**src/rtl/irq_ctl_cfg.svh**
```systemverilog
`ifndef IRQ_CTL_CFG_SVH
`define IRQ_CTL_CFG_SVH
// register byte offsets
`define OFS_PENDING 5'h00
`define OFS_BASIC_MASK 5'h04
`define OFS_EXT_MASK 5'h08
`define OFS_BASIC_LVL 5'h0c
`define OFS_EXT_LVL 5'h10
`define OFS_STATUS 5'h14
// field position and source counts
`define GATE_BIT 7
`define BASIC_SRCS 7
`define EXT_SRCS 9
// reset values
`define RST_MASK8 8'h00
`define RST_MASK9 9'h000
`define RST_PEND 16'h0000
// flags cleared by hardware on vectoring
`define AUTO_CLR 16'h000f
// vector table layout
`define VEC_BASE 16'h0003
`define VEC_STEP 16'h0008
`define GAP_SRC 4'hd
// call sequence length in clocks
`define CALL_CYC 3'h4
`endif

```
**src/rtl/irq_pkg.sv**
```systemverilog
package irq_pkg;
  typedef struct packed {
    logic cyc;
    logic stb;
    logic we;
    logic [4:0] adr;
    logic [3:0] sel;
    logic [31:0] dat;
  } wb_req_type;
  typedef enum logic [1:0] {
    ST_IDLE = 2'b01,
    ST_CALL = 2'b10
  } state_type;
endpackage

```
**src/rtl/irq_vector_rom.sv**
```systemverilog
`timescale 1ns/100ps
`default_nettype none
`include "irq_ctl_cfg.svh"
module irq_vector_rom (
  input wire logic i_clk,
  input wire logic i_ce,
  input wire logic [3:0] i_src,
  output logic [15:0] o_vec
);
  logic [15:0] table_mem [16];
  // one slot in the order is reserved, so later sources skip it
  for (genvar g = 0; g < 16; g++) begin : g_tab
    localparam logic [15:0] ORD = (g < `GAP_SRC) ? 16'(g) : 16'(g + 1);
    assign table_mem[g] = `VEC_BASE + ORD * `VEC_STEP;
  end
  // registered read
  always_ff @(posedge i_clk) begin
    if (i_ce) begin
      o_vec <= table_mem[i_src];
    end
  end
endmodule // irq_vector_rom
`default_nettype wire

```
**src/rtl/two_level_interrupt_controller.sv**
```systemverilog
// Functional notes
// - source event sets its pending flag
// - pending and enabled raises a request
// - long call issued at instruction boundary
// - return instruction resumes interrupted program
// - flags set even while source disabled
// - each source has own enable bit
// - source enables need global gate set
// - global gate low blocks all sources
// - some flags cleared on vectoring
// - flag left set re-enters after one instruction
// - sixteen sources with own vector and order
// - software set acts like hardware event
// - per source level bit, low or high
// - all levels low after reset
// - high preempts low, high never preempted
// - higher level served first
// - fixed order breaks equal level ties
// - requests sampled and decoded every cycle
// - one detect cycle plus four call cycles
// - one instruction runs after return first
// - equal or higher waits until return
`timescale 1ns/100ps
`default_nettype none
`include "irq_ctl_cfg.svh"
module two_level_interrupt_controller (
  input wire logic i_clk,
  input wire logic i_reset,
  input wire logic i_ce,
  input wire irq_pkg::wb_req_type i_wb,
  output logic o_wb_ack,
  output logic [31:0] o_wb_dat,
  input wire logic [15:0] i_src_event,
  input wire logic i_insn_done,
  input wire logic i_reti,
  output logic o_call,
  output logic [15:0] o_vector,
  output logic [1:0] o_active_level
);
  import irq_pkg::*;

  // lowest index wins among equal level requests
  function automatic logic [3:0] first_set(input logic [15:0] v);
    logic [3:0] idx;
    idx = 4'h0;
    for (int i = 15; i >= 0; i--) begin
      if (v[i]) begin
        idx = 4'(i);
      end
    end
    return idx;
  endfunction

  // register state
  logic [15:0] pending_ff;
  logic [7:0] basic_source_mask_reg;
  logic [8:0] extended_source_mask_reg;
  logic [6:0] basic_level_select_reg;
  logic [8:0] extended_level_select_reg;
  logic ack_ff;
  logic [31:0] rdat_ff;

  // arbitration state
  logic req_valid_ff;
  logic win_hi_ff;
  logic [3:0] win_src_ff;
  logic [1:0] active_ff;
  logic hold_ff;
  logic call_ff;
  logic [15:0] vector_ff;
  state_type state_ff;
  logic [2:0] cnt_ff;
  logic [15:0] rom_vec;

  // bus decode
  wire bus_req = i_wb.cyc & i_wb.stb & ~ack_ff;
  wire bus_wr = bus_req & i_wb.we;
  wire hit_pend = i_wb.adr == `OFS_PENDING;
  wire hit_bmask = i_wb.adr == `OFS_BASIC_MASK;
  wire hit_emask = i_wb.adr == `OFS_EXT_MASK;
  wire hit_blvl = i_wb.adr == `OFS_BASIC_LVL;
  wire hit_elvl = i_wb.adr == `OFS_EXT_LVL;
  wire hit_stat = i_wb.adr == `OFS_STATUS;
  wire [15:0] byte_mask = {{8{i_wb.sel[1]}}, {8{i_wb.sel[0]}}};

  wire global_irq_gate = basic_source_mask_reg[`GATE_BIT];

  wire [15:0] src_en = {extended_source_mask_reg,
                        basic_source_mask_reg[`BASIC_SRCS-1:0]};
  wire [15:0] lvl_vec = {extended_level_select_reg, basic_level_select_reg};

  wire [15:0] req_vec = pending_ff & src_en & {16{global_irq_gate}};
  wire [15:0] hi_vec = req_vec & lvl_vec;

  wire any_hi = |hi_vec;
  wire any_req = |req_vec;
  wire [3:0] win_src = any_hi ? first_set(hi_vec) : first_set(req_vec);

  wire allowed = win_hi_ff ? ~active_ff[1] : (active_ff == 2'b00);

  // call only at an instruction boundary
  // blocked while equal or higher runs
  // the first completion after a return is the one extra instruction
  wire take_call = (state_ff == ST_IDLE) & i_insn_done & req_valid_ff & allowed;

  // hardware cleared flags of the winner
  wire [15:0] win_onehot = 16'h0001 << win_src_ff;
  wire [15:0] auto_clr = take_call ? (win_onehot & `AUTO_CLR) : 16'h0000;

  // software writes, ones set and zeros clear
  wire pend_wr = bus_wr & hit_pend;
  wire [15:0] sw_set = pend_wr ? (i_wb.dat[15:0] & byte_mask) : 16'h0000;
  wire [15:0] sw_clr = pend_wr ? (~i_wb.dat[15:0] & byte_mask) : 16'h0000;

  // events set flags, a set beats a same cycle clear
  // enable plays no part in setting
  wire [15:0] nxt_pending = ((pending_ff & ~sw_clr & ~auto_clr) | sw_set) | i_src_event;

  // read mux
  wire [31:0] rd_mux = hit_pend ? {16'h0000, pending_ff} :
                       hit_bmask ? {24'h000000, basic_source_mask_reg} :
                       hit_emask ? {23'h000000, extended_source_mask_reg} :
                       hit_blvl ? {25'h0000000, basic_level_select_reg} :
                       hit_elvl ? {23'h000000, extended_level_select_reg} :
                       hit_stat ? {24'h000000, active_ff, win_hi_ff, req_valid_ff,
                                   win_src_ff} :
                       32'h00000000;

  // bus answer, unmapped reads give zero and still ack
  always_ff @(posedge i_clk) begin
    if (i_reset) begin
      ack_ff <= 1'b0;
      rdat_ff <= 32'h00000000;
    end else if (i_ce) begin
      ack_ff <= bus_req;
      rdat_ff <= bus_req ? rd_mux : rdat_ff;
    end
  end

  // pending flags
  always_ff @(posedge i_clk) begin
    if (i_reset) begin
      pending_ff <= `RST_PEND;
    end else if (i_ce) begin
      pending_ff <= nxt_pending;
    end
  end

  // mask registers, byte lane 0 for the basic one
  always_ff @(posedge i_clk) begin
    if (i_reset) begin
      basic_source_mask_reg <= `RST_MASK8;
      extended_source_mask_reg <= `RST_MASK9;
    end else if (i_ce) begin
      if (bus_wr & hit_bmask & i_wb.sel[0]) begin
        basic_source_mask_reg <= i_wb.dat[7:0];
      end
      if (bus_wr & hit_emask) begin
        if (i_wb.sel[0]) begin
          extended_source_mask_reg[7:0] <= i_wb.dat[7:0];
        end
        if (i_wb.sel[1]) begin
          extended_source_mask_reg[8] <= i_wb.dat[8];
        end
      end
    end
  end

  always_ff @(posedge i_clk) begin
    if (i_reset) begin
      basic_level_select_reg <= 7'h00;
      extended_level_select_reg <= `RST_MASK9;
    end else if (i_ce) begin
      if (bus_wr & hit_blvl & i_wb.sel[0]) begin
        basic_level_select_reg <= i_wb.dat[6:0];
      end
      if (bus_wr & hit_elvl) begin
        if (i_wb.sel[0]) begin
          extended_level_select_reg[7:0] <= i_wb.dat[7:0];
        end
        if (i_wb.sel[1]) begin
          extended_level_select_reg[8] <= i_wb.dat[8];
        end
      end
    end
  end

  // this is the single detect cycle
  always_ff @(posedge i_clk) begin
    if (i_reset) begin
      req_valid_ff <= 1'b0;
      win_hi_ff <= 1'b0;
      win_src_ff <= 4'h0;
    end else if (i_ce) begin
      req_valid_ff <= any_req;
      win_hi_ff <= any_hi;
      win_src_ff <= win_src;
    end
  end

  // vector lookup tracks the detect stage
  irq_vector_rom u_rom (
    .i_clk(i_clk),
    .i_ce(i_ce),
    .i_src(win_src),
    .o_vec(rom_vec)
  );

  // after a return one instruction must pass
  // hold cleared by the next completion
  always_ff @(posedge i_clk) begin
    if (i_reset) begin
      hold_ff <= 1'b0;
    end else if (i_ce) begin
      if (i_reti) begin
        hold_ff <= 1'b1;
      end else if (i_insn_done) begin
        hold_ff <= 1'b0;
      end
    end
  end

  // return drops the topmost running level
  always_ff @(posedge i_clk) begin
    if (i_reset) begin
      active_ff <= 2'b00;
    end else if (i_ce) begin
      if (take_call) begin
        active_ff <= active_ff | (win_hi_ff ? 2'b10 : 2'b01);
      end else if (i_reti) begin
        active_ff <= active_ff[1] ? {1'b0, active_ff[0]} : 2'b00;
      end
    end
  end

  always_ff @(posedge i_clk) begin
    if (i_reset) begin
      state_ff <= ST_IDLE;
      cnt_ff <= 3'h0;
    end else if (i_ce) begin
      unique case (state_ff)
        ST_IDLE: begin
          if (take_call) begin
            state_ff <= ST_CALL;
            cnt_ff <= `CALL_CYC - 3'h2;
          end
        end
        ST_CALL: begin
          cnt_ff <= cnt_ff - 3'h1;
          if (cnt_ff == 3'h0) begin
            state_ff <= ST_IDLE;
          end
        end
        default: begin
          state_ff <= ST_IDLE;
        end
      endcase
    end
  end

  always_ff @(posedge i_clk) begin
    if (i_reset) begin
      call_ff <= 1'b0;
      vector_ff <= 16'h0000;
    end else if (i_ce) begin
      call_ff <= take_call;
      vector_ff <= take_call ? rom_vec : vector_ff;
    end
  end

  assign o_wb_ack = ack_ff;
  assign o_wb_dat = rdat_ff;
  assign o_call = call_ff;
  assign o_vector = vector_ff;
  assign o_active_level = active_ff;
endmodule // two_level_interrupt_controller
`default_nettype wire

```
**config.mk**
```make
export PLATFORM = sky130hd
export DESIGN_NAME = two_level_interrupt_controller
export DESIGN_NICKNAME = d
export VERILOG_FILES = /design/src/rtl/irq_pkg.sv /design/src/rtl/irq_vector_rom.sv /design/src/rtl/two_level_interrupt_controller.sv
export VERILOG_INCLUDE_DIRS = /design/src /design/src/rtl
export SDC_FILE = /design/constraint.sdc
export NUM_CORES = 1
export LEC_CHECK = 0
export ABC_AREA = 1
export BUFFER_PORTS_ARGS = -buffer_cell sky130_fd_sc_hd__buf_2
export CAP_MARGIN = 20
export CORE_MARGIN = 1
export CORE_UTILIZATION = 54
export DETAILED_ROUTE_END_ITERATION = 10
export PLACE_DENSITY = 0.8
export RECOVER_POWER = 50
export SLEW_MARGIN = 20
export SYNTH_ARGS = -nofsm -noshare
export SYNTH_HDL_FRONTEND = slang
export SYNTH_SLANG_ARGS = --single-unit
```
**constraint.sdc**
```tcl
create_clock -name i_clk -period 2.3 [get_ports i_clk]
set_input_delay 0.115 -clock i_clk [delete_from_list [all_inputs] [get_ports i_clk]]
set_output_delay 0.115 -clock i_clk [all_outputs]
set_load 0.05 [all_outputs]
```
== After elaboration in Yosys (flattened, before gate mapping) ==
Memories as Yosys holds them, arrays and structs flattened. A register that Yosys moved wholly into a read port is not among the register bits.
Index checks and enable logic that the tools add are counted.
Cells by class
  bitwise operators: 29
  shifts and indexed selects: 1
  add/sub/neg operators: 1
  reductions and logical operators: 19
  multiplexer cells: 52
  magnitude comparators: 0
  $mul: 0
  div/mod/pow operators: 0
  equality and inequality tests: 10
Operators with widths (number)
  $mux W4: 34
  $and A16 B16 Y16: 7
  $mux W16: 3
  $mux W9: 4
  $not A16 Y16: 2
  $or A16 B16 Y16: 2
  $reduce_or A16 Y1: 2
  $reduce_and A3 Y1: 7
  $not A4 Y16: 1
  $and A1 B1 Y1: 13
  $eq A5 B4 Y1 const B: 2
  $eq A5 B5 Y1 const B: 2
  $mux W2: 5
  $reduce_and A2 Y1: 5
  $mux W8: 1
  $pmux W3 S2: 1
  $eq A5 B3 Y1 const B: 1
  $logic_not A5 Y1: 1
  $not A4 Y5: 1
  $ne A2 B2 Y1 const B: 2
  $pmux W2 S2: 1
  $reduce_bool A2 Y1: 2
  $shl A1 B4 Y4 const A: 1
  $logic_not A3 Y1: 1
  9 further kinds: 11
Storage, ports and cells
  bits in latches: 0
  memory bits (writable): 0
  word-level logic and storage cells: 131
  memories: 1
  output and inout bits: 52
  flip-flop bits (word level): 112
  input port bits: 65
  ROM bits: 256
Memories
  (no name shown): words 16, bits a word 16, rd ports 1, clocked after memory_dff 1, write ports 0, RTL line irq_vector_rom.sv:19  | o_vec <= table_mem[i_src];

== Depth between registers and ports, before layout ==
  word-level depth: 21
  depth in mapped cells: 22
  depth with buffers taken out: 22

== Hierarchy ==
From an unflattened synthesis, not the netlist that was laid out.
Second synthesis, totals
  cell total of the unflattened synthesis: 724
  area total of the unflattened synthesis: 5091.1 um^2
By module, submodules not included
  two_level_interrupt_controller: seq. area each 1921.8 um^2, area an instance 4762.1 um^2, instances 1, cells an instance 691
  irq_vector_rom: seq. area each 150.1 um^2, area an instance 329.1 um^2, instances 1, cells an instance 33

== Least setup slack after synthesis ==
Ideal clock, no wire load.
  kind: register to register
  from: reg basic_source_mask_reg[7]
  to: reg u_rom.o_vec[4] (data pin)
  arrival: 1.765 ns
  required time: 2.047 ns
  period minus slack after synthesis: 2.019 ns
  slack: 0.281 ns
  cell stages (with the launch flop): 14
  setup time: 0.253 ns
  buffers on the path: 1
  cell sequence: dfxtp_1 -> buf_6 -> nand3_2 -> nor2_1 -> nor2_2 -> nand3_2 -> nor2_2 -> inv_4 -> nor3_1 -> nand2_2 -> nand2_4 -> inv_2 -> ha_1 -> o21ai_2
Between the ends
  cells in the longest elaborated chain, start to end: 20
  elaborated cells on any way between the ends: 37
  those cells by class: 33 x mux; 3 x bitwise; 1 x reduce/logical
RTL lines
  start: declaration: RTL line two_level_interrupt_controller.sv:56  | logic [7:0] basic_source_mask_reg;
  start signal: assignment: RTL line two_level_interrupt_controller.sv:152  | basic_source_mask_reg <= `RST_MASK8;
  start signal: assignment: RTL line two_level_interrupt_controller.sv:156  | basic_source_mask_reg <= i_wb.dat[7:0];
  $and A16 B16 Y16 *: RTL line two_level_interrupt_controller.sv:92  | wire [15:0] req_vec = pending_ff & src_en & {16{global_irq_gate}};
  $and A16 B16 Y16: RTL line two_level_interrupt_controller.sv:93  | wire [15:0] hi_vec = req_vec & lvl_vec;
  $mux W4 (16 in series): RTL line two_level_interrupt_controller.sv:47  | if (v[i]) begin
  $mux W4 *: RTL line two_level_interrupt_controller.sv:97  | wire [3:0] win_src = any_hi ? first_set(hi_vec) : first_set(req_vec);
  net u_rom.i_src[0]: RTL line irq_vector_rom.sv:7  | input wire logic [3:0] i_src,
  $not A4 Y5 (implied by the code) *: RTL line irq_vector_rom.sv:19
  end: declaration: RTL line irq_vector_rom.sv:8  | output logic [15:0] o_vec
Mark *: on every way through the listed nets, which the timed path passes. The rest lies on a longest branch.
A chain may end at the register's enable or synchronous reset.

== Final worst setup path ==
  from: reg basic_source_mask_reg[7]
  to: reg u_rom.o_vec[6] (data pin)
The elaborated chain is that of the path after synthesis.

==> run_results.csv <==
group,metric,value,unit
grt,antenna_found_initial,0,
drt,finalWirelength,13800,um
power,cellLeakagePower,0.00232,uW
grt,grt_pass1_vias,4381,
final_layout,final_cell_mix,"127 x nand2_1, 96 x inv_1, 83 x dfxtp_1",
grt,grt_start_max_net_pins,52,
final_layout,drive_above_1_share,16.3,%
setup_path,cp_slowest_stage_delay,0.38,ns
setup_path,setup.worst_path.end_class,"flop",
drt,drtAntennaViolNets,0,
sta,holdWs,0.0126,ns
clock_network,cts_htree_levels,3,
sta,max-slew-margin-rel,3.37,%
placement,portBuffers,73,
sta,fin_skew,0.0144,ns
sta,min_period,2.18,ns
power,powerDensity,574,mW/mm^2
final_layout,nFillCells,804,
logic_synthesis,synth.distinct_cells,42,
logic_synthesis,yosysSeqAreaShare,38.7,%
floorplan,start_util,55.7,%
clock_network,cts_buffer_depth,2,
logic_synthesis,synthCells,694,
drt,dr.first_iter.drc_count,467,
grt,grt_use_total,29.6,%
sta,fmaxAchievable,458,MHz
clock_network,cts_setup_buffers,0,
run_status,status,"complete, no violations",
drt,route.vias.total,4887,
setup_path,crit_slowest_cell,"dfxtp_4",
clock_network,cts_hold_buf,0,
sta,final_max_slew_viol_count,0,
final_layout,synthToLayoutAreaGrowth,12.3,%
logic_synthesis,yosys_warnings,0,
hold_path,hold_depth,3,
run,maxCapViolCount,0,
sta,final.setup.tns,0,ns
setup_path,criticalPathCategory,"flop to flop",
clock_network,numCtsBuffers,9,
final_layout,final_common_cell,"nand2_1",
hold_path,worstHoldPathType,"primary input to flop",
placement,hpwlAfterDp,10400,um
clock_network,clock-sinks,91,
setup_path,cp_data_required_time,2.44,ns
floorplan,dieHeight,96.6,um
final_layout,multi_input_area,0.00235,mm^2
clock_network,cts_tree,"done",
sta,fin_crit_sh,94.8,%
logic_synthesis,postSynthAreaPerCell,6.97,um^2
setup_path,startpoint_type,"flop",
floorplan,dieWidth,96.6,um
logic_synthesis,synth_seq_cells,91,
drt,drc,0,
drt,viasPerCell,5.52,
sta,setup-violations-final,0,
grt,overflow,0,
floorplan,rows,34,
setup_path,worstRegToRegCells,14,
drt,first_pass_iters,5,
setup_path,crit_chain,"buf_4, nand3_2, nor2_1, nor2_2, nand3_2, nor2_2, inv_4, nor2_4, o2111ai_1, nand2_1, ha_1, nand3_1, nand2_1, inv_1",
placement,routabilityCongestion,0.938,
clock_network,cts.clk_slew.worst_paths,0.10,ns
grt,grt_pass1_wl,21900,um
setup_path,worstPathMaxFanout,7,
logic_synthesis,syn_area,0.00484,mm^2
sta,hold_violations,0,
sta,worstMarginPinSlew,1.45,ns
power,ir_drop,423,uV
final_layout,regArea,0.00188,mm^2
setup_path,arrival,2.32,ns
drt,drt-wirelength-per-cell,15.5,um
clock_network,cts_root_buffer,"clkbuf_8",
floorplan,design.core.area,0.00868,mm^2
floorplan,dieArea,0.00934,mm^2
final_layout,fin_nets,841,
power,p_total,3120,uW
floorplan,io_pins,117,
final_layout,diodes,0,
clock_network,clk_latency,0.37,ns
## worst max-delay path, delay by kind of cell, from the launching register on
kind            cells  cell delay (ns)
simple gates        9             1.01
flops               1             0.38
buf+inv             3             0.27
fa+ha+maj           1             0.18
compound gates      1             0.11
## metal layers
metal,global-route usage [%],vias to the layer above,share of wire [%]
li1,-,2366,-
met5,0,-,0
met1,41.6,2228,44
met3,4.99,38,9.0
met4,11.6,0,3.0
met2,45.4,255,44
## path summary, 6_finish.rpt
kind	startpoint	endpoint	slack, ns
setup / recovery	basic_source_mask_reg[7]	u_rom.o_vec[6]	0.12
hold / removal	i_wb[14]	pending_ff[14]	0.01
setup reg to reg	basic_source_mask_reg[7]	u_rom.o_vec[6]	0.12
hold reg to reg	cnt_ff[0]	cnt_ff[0]	0.47
## synthesized netlist by cell type
library cell	number	share of area, %
a21oi_4	1	0.34
o21ai_1	2	0.21
nand3_4	1	0.36
o22ai_1	9	1.2
buf_1	1	0.078
clkinv_1	2	0.16
buf_2	2	0.21
o21ai_0	56	5.8
inv_4	1	0.13
clkbuf_1	18	1.4
nand4_1	11	1.4
nand3_1	19	2.0
nand2_4	2	0.47
o221ai_1	2	0.36
nor3_2	4	0.83
o21a_1	1	0.16
o41ai_1	2	0.36
buf_6	1	0.23
o31ai_1	1	0.16
a21boi_0	1	0.16
nor3_1	4	0.41
a31oi_1	9	1.2
nor2_1	72	5.6
o21ai_2	2	0.36
conb_1	1	0.078
o2111ai_1	5	0.91
nor2_2	8	1.0
dfxtp_1	86	36
o211ai_1	7	1.1
a21oi_1	72	7.5
edfxtp_1	5	3.1
or2_1	1	0.13
nand2_2	5	0.65
buf_4	26	4.0
nand2_1	126	9.8
nand3_2	9	1.9
inv_1	96	7.5
ha_1	4	1.0
a211oi_1	2	0.31
a22oi_1	3	0.47
inv_2	11	0.85
nor2_4	3	0.70
## power breakdown
part / leakage (uW) / internal (uW) / total, uW / switching (uW)
clock: 0.0000925 / 441 / 1070 / 625
combinational: 0.00148 / 92.0 / 382 / 290
sequential: 0.000752 / 1630 / 1670 / 35.7
## cell type report
type                            instances  share of cell area [%]
Multi-Input combinational cell        469                    43.3
Sequential cell                        91                    34.6
Timing Repair Buffer                   91                    8.50
Inverter                              110                    7.65
Clock buffer                           11                    2.60
Tap cell                              108                    2.49
Clock inverter                          5                   0.829
## through the flow
stage | worst slack [ns] | util (%) | instances | cell area (um^2)
detailed placement | 0.0454 | 60.8 | 869 | 5270
global placement | 0.0753 | 60.8 | 869 | 5270
CTS | 0.0540 | 62.9 | 885 | 5460
global route | -0.0150 | 62.6 | 885 | 5430
floorplan | 0.281 | - | 718 | 4930
finish | 0.119 | 62.6 | 885 | 5430
## kinds of logic after synthesis
family / synth area share (%)
DFF: 38.7
AOI/OAI and AO/OA: 20.4
buffers and inverters: 14.5
other: 0.0775
and+or+nand+nor: 25.2
adders and majority gates: 1.03
## repair_timing
item,in CTS,in global routing
endpoints found under the hold margin,0,0
gates resized for setup,0,10
setup endpoints to repair,0,4
Note: power is estimated with default switching activity, not from simulation.
